File: src/shared/conv_ctrl_pkg.sv
// Package: register map, field positions, reset values and types of the converter control block
package conv_ctrl_pkg;

	// ----------------------------------------
	// Widths
	// ----------------------------------------
	localparam int RESULT_W   = 12;
	localparam int BUSWORD_W  = 16;
	localparam int NUM_PINS   = 16;
	localparam int NUM_BUF    = 16;
	localparam int CHSEL_W    = 4;

	// ----------------------------------------
	// Register byte offsets
	// ----------------------------------------
	localparam logic [11:0] OFF_CONTROL    = 12'h000;
	localparam logic [11:0] OFF_CHANNEL    = 12'h004;
	localparam logic [11:0] OFF_PIN_CFG    = 12'h008;
	localparam logic [11:0] OFF_PIN_DIR    = 12'h00C;
	localparam logic [11:0] OFF_PORT_OUT   = 12'h010;
	localparam logic [11:0] OFF_PORT_READ  = 12'h014;
	localparam logic [11:0] OFF_STATUS     = 12'h018;
	localparam logic [11:0] OFF_BUF_BASE   = 12'h040;
	localparam logic [11:0] OFF_BUF_END    = 12'h07C;

	// ----------------------------------------
	// Control and channel register fields
	// ----------------------------------------
	localparam int CTL_ON_BIT        = 15;
	localparam int CTL_SIDL_BIT      = 13;
	localparam int CTL_FORM_LSB      = 8;
	localparam int CTL_START_BIT     = 1;
	localparam int CTL_AUTO_BIT      = 2;
	localparam int CHN_SELB_LSB      = 8;
	localparam int CHN_ALT_BIT       = 0;
	localparam int CHN_SELA_LSB      = 4;

	// ----------------------------------------
	// Reset values and timing
	// ----------------------------------------
	localparam logic [15:0] RST_PIN_CFG = 16'h0000;
	localparam logic [15:0] RST_PIN_DIR = 16'hFFFF;
	localparam logic [15:0] RST_ZERO16  = 16'h0000;
	localparam logic [4:0]  SAMPLE_CYCLES  = 5'h04;
	localparam logic [4:0]  CONVERT_CYCLES = 5'h0E;

	typedef enum logic [1:0] {
		FMT_INTEGER    = 2'h0,
		FMT_SIGNED_INT = 2'h1,
		FMT_FRACTIONAL = 2'h2,
		FMT_SIGNED_FRAC = 2'h3
	} output_format_type;

	typedef struct packed {
		logic                      converter_on;
		logic                      stop_in_idle_select;
		output_format_type         output_format_select;
		logic                      auto_repeat;
		logic [CHSEL_W-1:0]        channel_select_a;
		logic [CHSEL_W-1:0]        channel_select_b;
		logic                      alternate;
	} control_type;

	typedef struct packed {
		logic                      valid;
		logic [3:0]                slot;
		logic [RESULT_W-1:0]       data;
	} result_write_type;

endpackage

File: src/design/result_formatter.sv
// Result formatter: turns a stored 12-bit result into a 16-bit bus word
`timescale 1ns/1ps
module result_formatter
	import conv_ctrl_pkg::*;
(
	input  wire logic [RESULT_W-1:0]  raw,
	input  wire output_format_type    fmt,
	output logic [BUSWORD_W-1:0]      word
);

	always_comb begin
		unique case (fmt)
			FMT_INTEGER:     word = {4'h0, raw};
			FMT_SIGNED_INT:  word = {{4{raw[RESULT_W-1]}}, raw};
			FMT_FRACTIONAL:  word = {raw, 4'h0};
			FMT_SIGNED_FRAC: word = {raw, 4'h0};
		endcase
	end

endmodule

File: src/design/pin_sync.sv
// Pin synchroniser: three stage flops and an output flop, a change counts once the last two stages agree
`timescale 1ns/1ps
module pin_sync
	import conv_ctrl_pkg::*;
(
	input  wire logic clk,
	input  wire logic srst,
	input  wire logic ce,
	input  wire logic pin_async,
	output logic      pin_level
);

	logic stage1;
	logic stage2;
	logic stage3;
	logic next_level;

	always_comb begin
		next_level = (stage2 == stage3) ? stage3 : pin_level;
	end

	always_ff @(posedge clk) begin
		if (srst) begin
			stage1    <= 1'b0;
			stage2    <= 1'b0;
			stage3    <= 1'b0;
			pin_level <= 1'b0;
		end else if (ce) begin
			stage1    <= pin_async;
			stage2    <= stage1;
			stage3    <= stage2;
			pin_level <= next_level;
		end
	end

endmodule

File: src/design/conv_ctrl.sv
// Converter control: APB registers, result buffer, format, pin gating and conversion sequencing
`timescale 1ns/1ps
// Operation
// Stop-in-idle zero: keep converting during idle
// Stop-in-idle one: halt while CPU idles
// Reset clears registers, switches off, aborts; pin direction resets to all ones (16'hFFFF), not zero
// Reset leaves result buffer contents alone
// Buffer undefined after power-on, no init
// 12-bit results, 16-bit bus reads
// Two-bit field picks one of four formats
// Fractional formats: left-justified, low nibble zero
// Signed integer: right-justified, sign extended
// Integer: right-justified, upper nibble zero
// Pin config and direction pick analog inputs
// Output-driven analog pin converts driven level
// Operation independent of channel select, direction
// Port reads zero on analog channel pins
// Digital-input pins supply no analog level
// Converter off disables digital and analog
// Format codes: 00 int, 01 sint, 10 frac, 11 sfrac
module conv_ctrl
	import conv_ctrl_pkg::*;
(
	input  wire logic                   clk,
	input  wire logic                   srst,
	input  wire logic                   ce,
	input  wire logic                   psel,
	input  wire logic                   penable,
	input  wire logic                   pwrite,
	input  wire logic [11:0]            paddr,
	input  wire logic [31:0]            pwdata,
	output logic                        pready,
	output logic [31:0]                 prdata,
	output logic                        pslverr,
	input  wire logic                   cpu_idle,
	input  wire logic [NUM_PINS-1:0]    pin_in,
	input  wire logic [RESULT_W-1:0]    analog_level,
	output logic [NUM_PINS-1:0]         pin_out,
	output logic [NUM_PINS-1:0]         pin_oe,
	output logic [CHSEL_W-1:0]          mux_channel,
	output logic                        analog_enable,
	output logic                        sample_active,
	output logic                        convert_active
);

	// ----------------------------------------
	// Pin synchronisers
	// ----------------------------------------
	logic [NUM_PINS-1:0] pin_sync_level;

	genvar gi;
	generate
		for (gi = 0; gi < NUM_PINS; gi++) begin : g_pin
			pin_sync u_sync (
				.clk       (clk),
				.srst      (srst),
				.ce        (ce),
				.pin_async (pin_in[gi]),
				.pin_level (pin_sync_level[gi])
			);
		end
	endgenerate

	// ----------------------------------------
	// Registers and state
	// ----------------------------------------
	typedef enum logic [1:0] {ST_OFF, ST_IDLE, ST_SAMPLE, ST_CONVERT} seq_state_type;

	control_type             ctl;
	control_type             next_ctl;
	logic [NUM_PINS-1:0]     analog_pin_config;
	logic [NUM_PINS-1:0]     next_analog_pin_config;
	logic [NUM_PINS-1:0]     pin_direction;
	logic [NUM_PINS-1:0]     next_pin_direction;
	logic [NUM_PINS-1:0]     port_latch;
	logic [NUM_PINS-1:0]     next_port_latch;
	logic                    start_req;
	logic                    next_start_req;
	seq_state_type           state;
	seq_state_type           next_state;
	logic [4:0]              count;
	logic [4:0]              next_count;
	logic [3:0]              wr_slot;
	logic [3:0]              next_wr_slot;
	logic                    done_flag;
	logic                    next_done_flag;
	logic [RESULT_W-1:0]     held_sample;
	logic [RESULT_W-1:0]     next_held_sample;
	result_write_type        buf_wr;

	// Result buffer has no reset: it keeps its words across device reset
	logic [RESULT_W-1:0]     result_buffer [NUM_BUF];

	// ----------------------------------------
	// APB decode
	// ----------------------------------------
	logic                    access;
	logic                    wr_en;
	logic                    rd_en;
	logic                    buf_hit;
	logic [3:0]              buf_index;
	logic                    mapped;

	assign access    = psel & penable & ~pready;
	assign wr_en     = access & pwrite;
	assign rd_en     = access & ~pwrite;
	assign buf_hit   = (paddr >= OFF_BUF_BASE) && (paddr <= OFF_BUF_END) && (paddr[1:0] == 2'h0);
	assign buf_index = paddr[5:2];

	always_comb begin
		unique case (paddr)
			OFF_CONTROL, OFF_CHANNEL, OFF_PIN_CFG, OFF_PIN_DIR,
			OFF_PORT_OUT, OFF_PORT_READ, OFF_STATUS: mapped = 1'b1;
			default:                                 mapped = buf_hit;
		endcase
	end

	// ----------------------------------------
	// Analog pin selection
	// ----------------------------------------
	logic [CHSEL_W-1:0]      active_channel;
	logic                    channel_is_analog;
	logic                    channel_is_output;
	logic [RESULT_W-1:0]     driven_level;
	logic [NUM_PINS-1:0]     port_view;

	assign active_channel    = ctl.alternate ? ctl.channel_select_b : ctl.channel_select_a;
	// Config bit zero means analog, matching a reset state of all analog
	assign channel_is_analog = ~analog_pin_config[active_channel];
	assign channel_is_output = ~pin_direction[active_channel];
	assign driven_level      = {RESULT_W{port_latch[active_channel]}};
	assign port_view         = pin_sync_level & analog_pin_config;

	logic run_ok;
	// Sequencer runs regardless of channel selection or direction bits
	assign run_ok = ctl.converter_on & ~(ctl.stop_in_idle_select & cpu_idle);

	// ----------------------------------------
	// Register next values
	// ----------------------------------------
	always_comb begin
		next_ctl               = ctl;
		next_analog_pin_config = analog_pin_config;
		next_pin_direction     = pin_direction;
		next_port_latch        = port_latch;
		next_start_req         = start_req;
		if (wr_en) begin
			unique case (paddr)
				OFF_CONTROL: begin
					next_ctl.converter_on         = pwdata[CTL_ON_BIT];
					next_ctl.stop_in_idle_select  = pwdata[CTL_SIDL_BIT];
					next_ctl.output_format_select = output_format_type'(pwdata[CTL_FORM_LSB +: 2]);
					next_ctl.auto_repeat          = pwdata[CTL_AUTO_BIT];
					next_start_req                = pwdata[CTL_START_BIT];
				end
				OFF_CHANNEL: begin
					next_ctl.channel_select_b = pwdata[CHN_SELB_LSB +: CHSEL_W];
					next_ctl.channel_select_a = pwdata[CHN_SELA_LSB +: CHSEL_W];
					next_ctl.alternate        = pwdata[CHN_ALT_BIT];
				end
				OFF_PIN_CFG:  next_analog_pin_config = pwdata[NUM_PINS-1:0];
				OFF_PIN_DIR:  next_pin_direction     = pwdata[NUM_PINS-1:0];
				OFF_PORT_OUT: next_port_latch        = pwdata[NUM_PINS-1:0];
				default: ;
			endcase
		end
		if (state == ST_SAMPLE) begin
			next_start_req = 1'b0;
		end
	end

	// ----------------------------------------
	// Conversion sequencer
	// ----------------------------------------
	always_comb begin
		next_state       = state;
		next_count       = count;
		next_wr_slot     = wr_slot;
		next_done_flag   = done_flag;
		next_held_sample = held_sample;
		buf_wr           = '0;
		if (!ctl.converter_on) begin
			next_state = ST_OFF;
		end else if (run_ok) begin
			unique case (state)
				ST_OFF: next_state = ST_IDLE;
				ST_IDLE: begin
					if (start_req || ctl.auto_repeat) begin
						next_state     = ST_SAMPLE;
						next_count     = SAMPLE_CYCLES;
						next_done_flag = 1'b0;
					end
				end
				ST_SAMPLE: begin
					if (count == 5'h01) begin
						next_state = ST_CONVERT;
						next_count = CONVERT_CYCLES;
						// Digital pins hand over zero, analog output pins their own drive
						if (!channel_is_analog) begin
							next_held_sample = '0;
						end else if (channel_is_output) begin
							next_held_sample = driven_level;
						end else begin
							next_held_sample = analog_level;
						end
					end else begin
						next_count = count - 5'h01;
					end
				end
				ST_CONVERT: begin
					if (count == 5'h01) begin
						next_state     = ST_IDLE;
						next_done_flag = 1'b1;
						next_wr_slot   = wr_slot + 4'h1;
						buf_wr.valid   = 1'b1;
						buf_wr.slot    = wr_slot;
						buf_wr.data    = held_sample;
					end else begin
						next_count = count - 5'h01;
					end
				end
			endcase
		end
	end

	// ----------------------------------------
	// Read path
	// ----------------------------------------
	logic [BUSWORD_W-1:0] formatted;
	logic [31:0]          next_prdata;

	result_formatter u_fmt (
		.raw  (result_buffer[buf_index]),
		.fmt  (ctl.output_format_select),
		.word (formatted)
	);

	always_comb begin
		next_prdata = 32'h0000_0000;
		if (rd_en) begin
			unique case (paddr)
				OFF_CONTROL: begin
					next_prdata[CTL_ON_BIT]             = ctl.converter_on;
					next_prdata[CTL_SIDL_BIT]           = ctl.stop_in_idle_select;
					next_prdata[CTL_FORM_LSB +: 2]      = ctl.output_format_select;
					next_prdata[CTL_AUTO_BIT]           = ctl.auto_repeat;
					next_prdata[CTL_START_BIT]          = start_req;
				end
				OFF_CHANNEL: begin
					next_prdata[CHN_SELB_LSB +: CHSEL_W] = ctl.channel_select_b;
					next_prdata[CHN_SELA_LSB +: CHSEL_W] = ctl.channel_select_a;
					next_prdata[CHN_ALT_BIT]             = ctl.alternate;
				end
				OFF_PIN_CFG:   next_prdata[NUM_PINS-1:0] = analog_pin_config;
				OFF_PIN_DIR:   next_prdata[NUM_PINS-1:0] = pin_direction;
				OFF_PORT_OUT:  next_prdata[NUM_PINS-1:0] = port_latch;
				OFF_PORT_READ: next_prdata[NUM_PINS-1:0] = port_view;
				OFF_STATUS:    next_prdata[3:0] = {wr_slot == 4'h0, done_flag,
					state == ST_CONVERT, state == ST_SAMPLE};
				default: begin
					if (buf_hit) begin
						next_prdata[BUSWORD_W-1:0] = formatted;
					end
				end
			endcase
		end
	end

	// ----------------------------------------
	// Flops
	// ----------------------------------------
	always_ff @(posedge clk) begin
		if (srst) begin
			ctl               <= '0;
			analog_pin_config <= RST_PIN_CFG;
			pin_direction     <= RST_PIN_DIR;
			port_latch        <= RST_ZERO16;
			start_req         <= 1'b0;
			state             <= ST_OFF;
			count             <= 5'h00;
			wr_slot           <= 4'h0;
			done_flag         <= 1'b0;
			held_sample       <= '0;
			pready            <= 1'b0;
			prdata            <= 32'h0000_0000;
			pslverr           <= 1'b0;
			pin_out           <= RST_ZERO16;
			pin_oe            <= RST_ZERO16;
			mux_channel       <= '0;
			analog_enable     <= 1'b0;
			sample_active     <= 1'b0;
			convert_active    <= 1'b0;
		end else if (ce) begin
			ctl               <= next_ctl;
			analog_pin_config <= next_analog_pin_config;
			pin_direction     <= next_pin_direction;
			port_latch        <= next_port_latch;
			start_req         <= next_start_req;
			state             <= next_state;
			count             <= next_count;
			wr_slot           <= next_wr_slot;
			done_flag         <= next_done_flag;
			held_sample       <= next_held_sample;
			pready            <= access;
			prdata            <= next_prdata;
			pslverr           <= access & ~mapped;
			pin_out           <= next_port_latch;
			pin_oe            <= ~next_pin_direction;
			mux_channel       <= active_channel;
			analog_enable     <= next_ctl.converter_on;
			sample_active     <= (next_state == ST_SAMPLE);
			convert_active    <= (next_state == ST_CONVERT);
		end
	end

	// No reset branch: words survive reset and start undefined at power-on
	always_ff @(posedge clk) begin
		if (ce && buf_wr.valid) begin
			result_buffer[buf_wr.slot] <= buf_wr.data;
		end
	end

endmodule

File: config.mk
export PLATFORM = sky130hd
export DESIGN_NAME = conv_ctrl
export DESIGN_NICKNAME = d
export VERILOG_FILES = /design/src/shared/conv_ctrl_pkg.sv /design/src/design/result_formatter.sv /design/src/design/pin_sync.sv /design/src/design/conv_ctrl.sv
export SDC_FILE = /design/constraint.sdc
export NUM_CORES = 1
export LEC_CHECK = 0
export ABC_AREA = 1
export CAP_MARGIN = 30
export CORE_MARGIN = 2
export CORE_UTILIZATION = 35
export CTS_CLUSTER_SIZE = 12
export DETAILED_ROUTE_END_ITERATION = 7
export DONT_BUFFER_PORTS = 1
export PLACE_DENSITY_LB_ADDON = 0.05
export SLEW_MARGIN = 20
export SYNTH_ARGS = -nofsm -noshare
export SYNTH_HDL_FRONTEND = slang
export SYNTH_SLANG_ARGS = --single-unit
File: constraint.sdc
create_clock -name clk -period 5.24 [get_ports clk]
set_input_delay 0.524 -clock clk [delete_from_list [all_inputs] [get_ports clk]]
set_output_delay 0.524 -clock clk [all_outputs]
set_load 0.01 [all_outputs]
After elaboration in Yosys (flattened, before gate mapping)

Memory sizes are Yosys's and may differ from the RTL's.
Cells that the tools add are included.

Bits in registers: 191
Bits in latches: 0
Memory bits (writable): 192
Memory bits (read-only): 0
Memories kept: 1

Memories:

| name          | depth | width | rd ports | clocked after Yosys merged registers in | write ports | line            | text |
|---|---|---|---|---|---|---|---|
| result_buffer | 16    | 12    | 1        | 0                                       | 1           | conv_ctrl.sv:92 | `logic [RESULT_W-1:0] result_buffer [NUM_BUF];` |

$add $sub $neg: 2
Multiply operators: 0
Divide/modulo/power cells: 0
Order comparisons: 3
Equal/unequal tests: 34
Shifts and indexed selects: 0
Muxes and demuxes: 47
Bitwise operators: 13
Reductions and logical operators: 44

Operators by type and width:

| cell                                                                   | number |
|---|---|
| 17-bit 2-to-1 mux                                                      | 4 |
| 16-bit 2-to-1 mux                                                      | 4 |
| 16-bit one-hot mux with 3 select lines                                 | 1 |
| 12-bit by 5-bit == test with 1-bit output, second input constant       | 3 |
| 2-bit AND reduction                                                    | 16 |
| 2-bit one-hot mux with 7 select lines                                  | 2 |
| 12-bit by 4-bit == test with 1-bit output, second input constant       | 2 |
| 12-bit 2-to-1 mux                                                      | 2 |
| 4-bit one-hot mux with 6 select lines                                  | 1 |
| 1-bit one-hot mux with 6 select lines                                  | 3 |
| 16-bit bitwise AND                                                     | 1 |
| 1-bit == test                                                          | 16 |
| 16-bit inverter                                                        | 1 |
| 5-bit 2-to-1 mux                                                       | 3 |
| 5-bit one-hot mux with 3 select lines                                  | 1 |
| 3-bit AND reduction                                                    | 5 |
| 1-bit binary-select mux with 4-bit select                              | 3 |
| 12-bit by 3-bit == test with 1-bit output, second input constant       | 1 |
| 2-bit == test, second input constant                                   | 6 |
| 12-bit by 7-bit >= comparator with 1-bit output, second input constant | 1 |
| 12-bit by 7-bit <= comparator with 1-bit output, second input constant | 1 |
| 12-bit logical NOT                                                     | 1 |
| 2-bit one-hot mux with 6 select lines                                  | 1 |
| 6-bit AND reduction                                                    | 2 |
| other kinds (25)                                                       | 62 |

Longest topological paths before layout

Gate-level depths: netlist of the first run.

Depth after elaboration: 8
Depth in mapped cells: 15

Cells and area by module

A second synthesis of the first run with hierarchy kept.

Cells, all modules: 1879
Area total of the unflattened synthesis: 16578.4 um^2

Modules (own cells, without submodules):

| module           | instances | cells each | area each (um^2) | seq. area each (um^2) |
|---|---|---|---|---|
| conv_ctrl        | 1         | 1515       | 14022.2          | 8308.0 |
| pin_sync         | 16        | 20         | 147.6            | 80.1 |
| result_formatter | 1         | 44         | 193.9            | 0.0 |

Worst setup path before layout of the first run

OpenSTA, ideal clock, no wires.

Path type: input to register
Start: input cpu_idle
End: memory result_buffer[15][0], enable pin
Setup time: 416 ps
Arrival: 2580 ps
Path slack: 2244 ps
Cell stages on the path: 9
Path through: nand2_1 > inv_1 > nor2_1 > inv_1 > nor2_1 > inv_1 > nor2_2 > inv_1 > nor4_1

Word-level cells in the longest chain between the ends: 8

Ends and longest elaborated chain:

| what                                   | line             | text |
|---|---|---|
| from (decl)                            | conv_ctrl.sv:35  | `input wire logic cpu_idle,` |
| 1-bit bitwise AND (*)                  | conv_ctrl.sv:136 | `assign run_ok = ctl.converter_on & ~(ctl.stop_in_idle_select & cpu_idle);` |
| 1-bit inverter (*)                     | conv_ctrl.sv:136 |  |
| 1-bit bitwise AND (*)                  | conv_ctrl.sv:136 |  |
| 17-bit 2-to-1 mux (*)                  | conv_ctrl.sv:184 | `end else if (run_ok) begin` |
| 17-bit 2-to-1 mux (*)                  | conv_ctrl.sv:182 | `if (!ctl.converter_on) begin` |
| 1-bit logical AND                      | conv_ctrl.sv:318 | `if (ce && buf_wr.valid) begin` |
| 1-bit 2-to-1 mux                       | conv_ctrl.sv:318 |  |
| 1-bit 2-to-1 mux (implied by the code) | conv_ctrl.sv:319 | `result_buffer[buf_wr.slot] <= buf_wr.data;` |
| to (decl)                              | conv_ctrl.sv:92  |  |

Mark *: on every way between the ends. The rest lies on a longest branch, timed or not.

Worst setup path in the final report of the first run

Start: register ctl[0] (netlist name)
End: register held_sample[5]

Word-level cells in the longest chain between the ends: 5
Elaborated cells on any way between the ends: 9
Those cells by class: mux (9)

Ends and longest elaborated chain:

| what                                                         | line                               | text |
|---|---|---|
| from (decl)                                                  | conv_ctrl.sv:69                    | `control_type ctl;` |
| from (signal assigned)                                       | conv_ctrl.sv:294                   | `ctl <= next_ctl;` |
| 4-bit 2-to-1 mux (*)                                         | conv_ctrl.sv:127                   | `assign active_channel = ctl.alternate ? ctl.channel_select_b : ctl.channel_select_a;` |
| 1-bit binary-select mux with 4-bit select (on tied branches) | conv_ctrl.sv:131, conv_ctrl.sv:130 |  |
| 1-bit 2-to-1 mux (on tied branches)                          | conv_ctrl.sv:131, conv_ctrl.sv:130 |  |
| 12-bit 2-to-1 mux                                            | conv_ctrl.sv:201                   | `end else if (channel_is_output) begin` |
| 12-bit 2-to-1 mux (*)                                        | conv_ctrl.sv:199                   | `if (!channel_is_analog) begin` |
| to (signal assigned)                                         | conv_ctrl.sv:303                   | `held_sample <= next_held_sample;` |
| to (decl)                                                    | conv_ctrl.sv:87                    | `logic [RESULT_W-1:0] held_sample;` |

Mark *: on every way between the ends. The rest lies on a longest branch, timed or not. The select of a mux whose other input is x is not followed.
A chain may end at the register's enable or synchronous reset.

==> results of run 1 <==
==> per-stage QoR <==
| stage | instances | instance area, um^2 | utilization | hold slack (ns) | power [W] |
|---|---|---|---|---|---|
| 2_1_floorplan | 1976 | 16800 | - | 0.440 | 0.00343 |
| 3_3_place_gp | 2505 | 17200 | 0.362 | 0.449 | 0.00347 |
| 3_5_place_dp | 2511 | 17300 | 0.363 | 0.453 | 0.00348 |
| 4_1_cts | 2590 | 18700 | 0.393 | 0.000319 | 0.00655 |
| 5_1_grt | 2594 | 18700 | 0.394 | 0.00412 | 0.00670 |
| 6_report | 2594 | 18700 | 0.394 | 0.0376 | 0.00646 |
==> area by class of cell <==
cell class	instances	area, um^2	area share
timing repair buffer	37	303	0.0161
inverter	132	499	0.0266
sequential	383	9590	0.511
multi-input combinational	1350	6160	0.329
clock buffer	56	1240	0.0661
clock inverter	21	186	0.00994
tap	615	769	0.0410
==> power groups by stage <==
stage	sequential [W]	clock, W	combinational [W]
floorplan	0.00322	0	0.000212
finish	0.00316	0.00305	0.000253
CTS	0.00316	0.00314	0.000257
global route	0.00316	0.00325	0.000289
global placement	0.00322	0	0.000252
detailed placement	0.00322	0	0.000253
==> synthesized netlist by cell type <==
master	count	area share
nand2_1	615	0.14
edfxtp_1	192	0.34
dfxtp_1	191	0.23
nor2_1	156	0.035
o21ai_0	149	0.044
nand3_1	143	0.043
a21oi_1	139	0.041
inv_1	116	0.026
clkbuf_1	50	0.011
nand4_1	29	0.011
buf_4	28	0.013
o211ai_1	26	0.012
buf_2	21	0.0063
a211oi_1	16	0.0072
inv_2	13	0.0029
buf_6	8	0.0054
nand2_2	8	0.0030
nor2_2	7	0.0026
nor2_4	7	0.0047
nor3_4	5	0.0048
o21ai_1	5	0.0015
buf_1	4	0.00089
ha_1	4	0.0030
nand2_4	4	0.0027
o211a_1	3	0.0018
o21ai_2	3	0.0016
a31oi_1	2	0.00075
clkinv_1	2	0.00045
nand3b_1	2	0.00089
nor3_1	2	0.00060
a21oi_2	1	0.00052
a22oi_1	1	0.00045
and3_1	1	0.00037
conb_1	1	0.00022
inv_4	1	0.00037
nand3_2	1	0.00060
nor3_2	1	0.00060
nor3b_1	1	0.00045
nor4_1	1	0.00037
or2_2	1	0.00037
xor2_1	1	0.00052
==> routing by layer <==
layer  vias up  global-route usage  part of all wire
li1       6483                   -                 -
met1      6319               0.308              0.50
met2       335               0.309              0.43
met3        51              0.0427             0.059
met4         2              0.0377             0.013
met5         -                   0           0.00031
==> worst paths after layout <==
check                 start  cells after the start             end  slack [ns]
max reg2reg          ctl[0]                     10  held_sample[5]        2.41
min reg2reg  held_sample[6]                      2  held_sample[6]        0.46
min                    srst                      1   port_latch[3]        0.04
max                  ctl[0]                     10  held_sample[5]        2.41
==> cell usage in the layout, fill, tap and decap left out, types with 2 or more instances in the layout <==
cell,synthesis,layout
o211a_1,3,3
inv_1,116,115
nor2_4,7,7
dlygate4sd3_1,0,2
nor3_4,5,5
dfxtp_1,191,191
inv_4,1,2
nand4_1,29,29
edfxtp_1,192,192
clkbuf_16,0,46
nor3_1,2,2
o211ai_1,26,26
clkinv_1,2,10
inv_2,13,13
nand3b_1,2,2
nand2_1,615,615
conb_1,1,16
a211oi_1,16,16
nor2_2,7,11
a21oi_1,139,139
bufinv_16,0,3
o21ai_1,5,5
ha_1,4,4
clkinv_2,0,8
nand2_2,8,8
o21ai_0,149,149
a31oi_1,2,2
clkbuf_1,50,5
o21ai_2,3,3
nand2_4,4,4
nor2_1,156,152
buf_4,28,33
nand3_1,143,143
clkbuf_8,0,5
==> timing repair <==
item / 4_1_cts / 5_1_grt
hold endpoints to repair: 8 / 0
hold buffers: 2 / 0
buffers inserted: 0 / 0
==> kinds of logic after synthesis <==
kind of cell               synth area share
and+or+nand+nor                       0.248
xor gates and xnor gates           0.000522
adders and majority gates           0.00298
AOI/OAI and AO/OA                     0.111
DFF                                   0.571
buffers and inverters                0.0659
other                              0.000223
==> metrics.md, run 1 <==
| Metric | Value |
|---|---|
| Area grow syn2layout | 11.7% |
| Largest net degree at the start of global routing | just over 90 |
| Post-Route WL | just over 50 mm |
| Setup violators final | 0 |
| Total GRT Usage | 0.206 |
| Fin. max-slew vios | 0 |
| First-pass GRT wire length | slightly below 80 mm |
| H-tree Lvls | 2 |
| Clk sinks | between 300 and 400 |
| Boundary Pins | 152 |
| Worst-skew pair later-pin latency | 0.58 ns |
| Sw Pwr | between 0.001 and 0.0015 W |
| CTS max path bufs | 3 |
| GPL Wtd Cong | approximately 0.87 |
| Vias in the first global route | 12200 |
| Sequential cell fraction of total power | 0.489 |
| Die width | approximately 220 um |
| TritonCTS clock tree | built |
| Fmax | 0.354 GHz |
| Critical path's top delay family | simple AND/OR/NAND/NOR gates |
| Synth Cell Area | 16800 um^2 |
| Post-CTS resize count | 0 |
| Clk network pwr share | 0.472 |
| Crit path time final | 2.83 ns |
| Core area | around 48000 um^2 |
| Cell Int Power | approximately 0.0050 W |
| Comb pwr share | 0.039 |
| Outcome | finished clean |
| Peak supply drop | 0.198 mV |
| Crit end category | register |
| Arrival @ worst endpoint | 3.33 ns |
| Largest Register | result_buffer |
| Ys Warns | 0 |
| Residual DRC | 0 |
| Setup TNS Final | 0 ns |
| DR vias | about 13000 |
| Final hold vios | 0 |
| Root Driver | clkbuf_16 |
| Slowest cell on the critical path | dfxtp_1 |
| Pwr per Cell Area | around 340 nW/um^2 |
| Wirelength per Cell | 19.9 um |
| Drt pass-1 iters | 5 |
| Seq/Total Area, Yosys | 0.571 |
| 1st-iter DRT viols | about 1000 |
| Final period util | 0.539 |
| Worst Hold Class | in -> reg |
| Antenna diodes | 0 |
| Starting density of the core | 0.353 |
| Die area | just under 50000 um^2 |
| Dpl hpwl | ~34 mm |
| Grt ovf | 0 |
| Pre-CTS WS | roughly 2.1 ns |
| Clock Pin Slew Worst Setup and Hold Paths | around 0.06 ns |
| Leak pwr | ~7 nW |
| Clk_skew | 0.0136 ns |
| Worst-path cell chain | inv_2, nand2_1, nand2_1, nand2_1, nand3_1, nand3_1, a21oi_1, nor2_2, nand3_1, a21oi_1 |
| Chip Height | roughly 220 um |
| Crit path buf inv count | 1 |
| RSZ-0062 raised after global routing | no |
| Nets | ~2000 |
| Number of routed nets with antenna violations | 0 |
| Vias/cell | 5.08 |
| Num CTS Buffers | 45 |
| Worst slew pin tran | 0.961 ns |
| Worst Setup Start Kind | register |
| Synthesized instance count | just under 2000 |
| Max FFs per register | roughly 190 |
| Max incr delay on CP | approximately 0.54 ns |
| Avg Cell Area, Syn | roughly 8.6 um^2 |
| Final worst setup slack | roughly 2.4 ns |
| Count of cell types in the netlist | 41 |
| Worst-path maximum fanout | 21 |
| FF+latch count, synth | roughly 380 |
| Port bufs | 0 |
| Relative slew slack | 0.359 |
| Critical path type | reg -> reg |
| Switching share of power | 0.223 |
| Site Rows | 80 |
| Share of layout cells above drive strength 1 | 0.0793 |
| Fillers | ~4800 |
| Initial antenna violation count | 1 |
| Max-cap violations | 0 |
| CP required | ~5.7 ns |
Note: power is estimated with default switching activity, not from simulation.
==> inputs of run 2 (changes only) <==
- clock period: 5.24 -> 2.4 ns (I/O delays scaled with it)
==> metrics.md, run 2 (synthesis gave the netlist of run 1 again) <==
| Metric | Value |
|---|---|
| Outcome | finished clean |
| Final worst setup slack | 0.211 ns (-2.20 ns) |
| CP required | 2.67 ns (-3.07 ns) |
| Core area | 47500 um^2 (unchanged) |
| Leak pwr | 7.49 nW (+4.9%) |
| Root Driver | clkbuf_16 |
| Worst-skew pair later-pin latency | 0.58 ns (about the same) |
| Max FFs per register | 192 (unchanged) |
| Clk_skew | 0.0197 ns (+0.00609 ns) |
| Vias/cell | 5.03 (-1.1%) |
| Vias in the first global route | 12700 (+3.7%) |
| Clk sinks | 383 (unchanged) |
| Die area | 49700 um^2 (unchanged) |
| Most common cell after layout, fill and taps aside | nand2_1 |
| Final hold vios | 0 (unchanged) |
| Pre-CTS WS | 0.231 ns (-1.88 ns) |
| Residual DRC | 0 (unchanged) |
| 1st-iter DRT viols | 989 (-2.8%) |
| Clk network pwr share | 0.450 (-0.022) |
| Share of layout cells above drive strength 1 | 0.0913 (+0.0120) |
| Boundary Pins | 152 (unchanged) |
| Sequential cell fraction of total power | 0.500 (+0.011) |
| TritonCTS clock tree | built |
| Cell Int Power | 0.0106 W (+110%) |
| Final hold slack | 0.0624 ns (+0.0247 ns) |
| Post-route non-filler standard cell count | 2675 (+3.1%) |
| Setup violators final | 0 (unchanged) |
| Worst-path maximum fanout | 13 (-38%) |
| Post-CTS resize count | 0 (unchanged) |
| RSZ-0062 raised after global routing | no |
| # placed instances | 2551 (+1.6%) |
| Largest net degree at the start of global routing | 90 (-1.1%) |
| Clock Pin Slew Worst Setup and Hold Paths | 0.06 ns (about the same) |
| Crit end category | register |
| Fin. max-slew vios | 0 (unchanged) |
| Fillers | 4804 (-0.66%) |
| Final period util | 0.912 (+0.373) |
| Max-cap violations | 0 (unchanged) |
| Chip Height | 223 um (unchanged) |
| Post-CTS Setup Inserts | 0 (unchanged) |
| Port bufs | 0 (unchanged) |
| Drt pass-1 iters | 5 (unchanged) |
| Arrival @ worst endpoint | 2.46 ns (-0.87 ns) |
| Wirelength per Cell | 19.6 um (-1.5%) |
| Num CTS Buffers | 44 (-2.2%) |
| DR vias | 13500 (+2.0%) |
| GPL Wtd Cong | 0.844 (-3.3%) |
| Post-Route WL | 52.5 mm (+1.6%) |
| Comb pwr share | 0.049 (+0.010) |
| Grt ovf | 0 (unchanged) |
| CTS max path bufs | 3 (unchanged) |
| Worst Setup Start Kind | register |
| Setup TNS Final | 0 ns (unchanged) |
| Fmax | 0.457 GHz (+29%) |
| Starting density of the core | 0.353 (unchanged) |
| Initial antenna violation count | 0 (-1) |
| Nets | 2112 (+3.9%) |
| Worst Hold Class | in -> reg |
| Pwr per Cell Area | 707 nW/um^2 (+110%) |
| H-tree Lvls | 2 (unchanged) |
| Layout Utilization | 0.410 (+0.0155) |
| Commonest cells after routing, fill and taps aside | nand2_1 (615), edfxtp_1 (192), dfxtp_1 (191) |
| Crit path time final | 2.19 ns (-0.637 ns) |
| Total GRT Usage | 0.209 (+0.00318) |
| Sw Pwr | 0.00320 W (+120%) |
| Critical path type | reg -> reg |
| Worst slew pin tran | 0.932 ns (-0.0286 ns) |
| Area grow syn2layout | 16.1% |
| Die width | 223 um (unchanged) |
| Switching share of power | 0.232 (+0.00890) |
| Site Rows | 80 (unchanged) |
| Relative slew slack | 0.378 (+0.0198) |
| First-pass GRT wire length | 78.8 mm (+1.9%) |
| Dpl hpwl | 35.0 mm (+2.2%) |
| Largest Register | result_buffer |
| Peak supply drop | 0.480 mV (+140%) |
| Number of routed nets with antenna violations | 0 (unchanged) |
[run 2: metal layers]
| metal | global-route usage | up-vias | share of wire |
|---|---|---|---|
| met4 | 0.0621 | 0 | 0.022 |
| met3 | 0.0307 | 63 | 0.055 |
| li1 | - | 6657 | - |
| met5 | 0 | - | 0 |
| met2 | 0.319 | 338 | 0.43 |
| met1 | 0.307 | 6393 | 0.49 |
[run 2: final cells by class]
| class | count | area, um^2 | area share |
|---|---|---|---|
| diodes | 1 | 2.50 | 0.000128 |
| clock buffers | 63 | 1210 | 0.0622 |
| clock inverters | 13 | 81.3 | 0.00417 |
| repair buffers | 118 | 1180 | 0.0604 |
| multi-input cells | 1350 | 6160 | 0.316 |
| inverters | 132 | 499 | 0.0256 |
| well taps | 615 | 769 | 0.0395 |
| flip-flops and latches | 383 | 9590 | 0.492 |
[run 2: final timing paths]
check	from	end	slack, ns	cells past startpoint
hold / removal	srst	pin_direction[9]	0.06	3
setup / recovery	count[2]	result_buffer[15][7]	0.21	8
hold reg to reg	held_sample[9]	held_sample[9]	0.46	2
setup reg to reg	count[2]	result_buffer[15][7]	0.21	8
[run 2: per-stage QoR]
stage,area (um^2),power [W]
floorplan,16800,0.00749
global placement,17700,0.00761
detailed placement,17700,0.00761
CTS,19500,0.0140
global route,19500,0.0142
finish,19500,0.0138
[run 2: timing repair]
item,4_1_cts,5_1_grt
setup endpoints to repair,0,0
endpoints found under the hold margin,185,0
hold buffers,47,0
[run 2: critical path, stage by stage (launching register included)]
cell,delay (ns)
dfxtp_1,0.33
nor2_1,0.21
nand3_1,0.19
nor2_1,0.13
inv_1,0.07
nor2_2,0.27
inv_1,0.18
nor4_2,0.29
buf_12,0.21
[run 2: power by group through the flow]
stage	logic (W)	registers [W]	clock network [W]
finish	0.000682	0.00690	0.00620
global route	0.000761	0.00690	0.00659
CTS	0.000692	0.00690	0.00639
detailed placement	0.000572	0.00704	0
global placement	0.000570	0.00704	0
floorplan	0.000463	0.00703	0
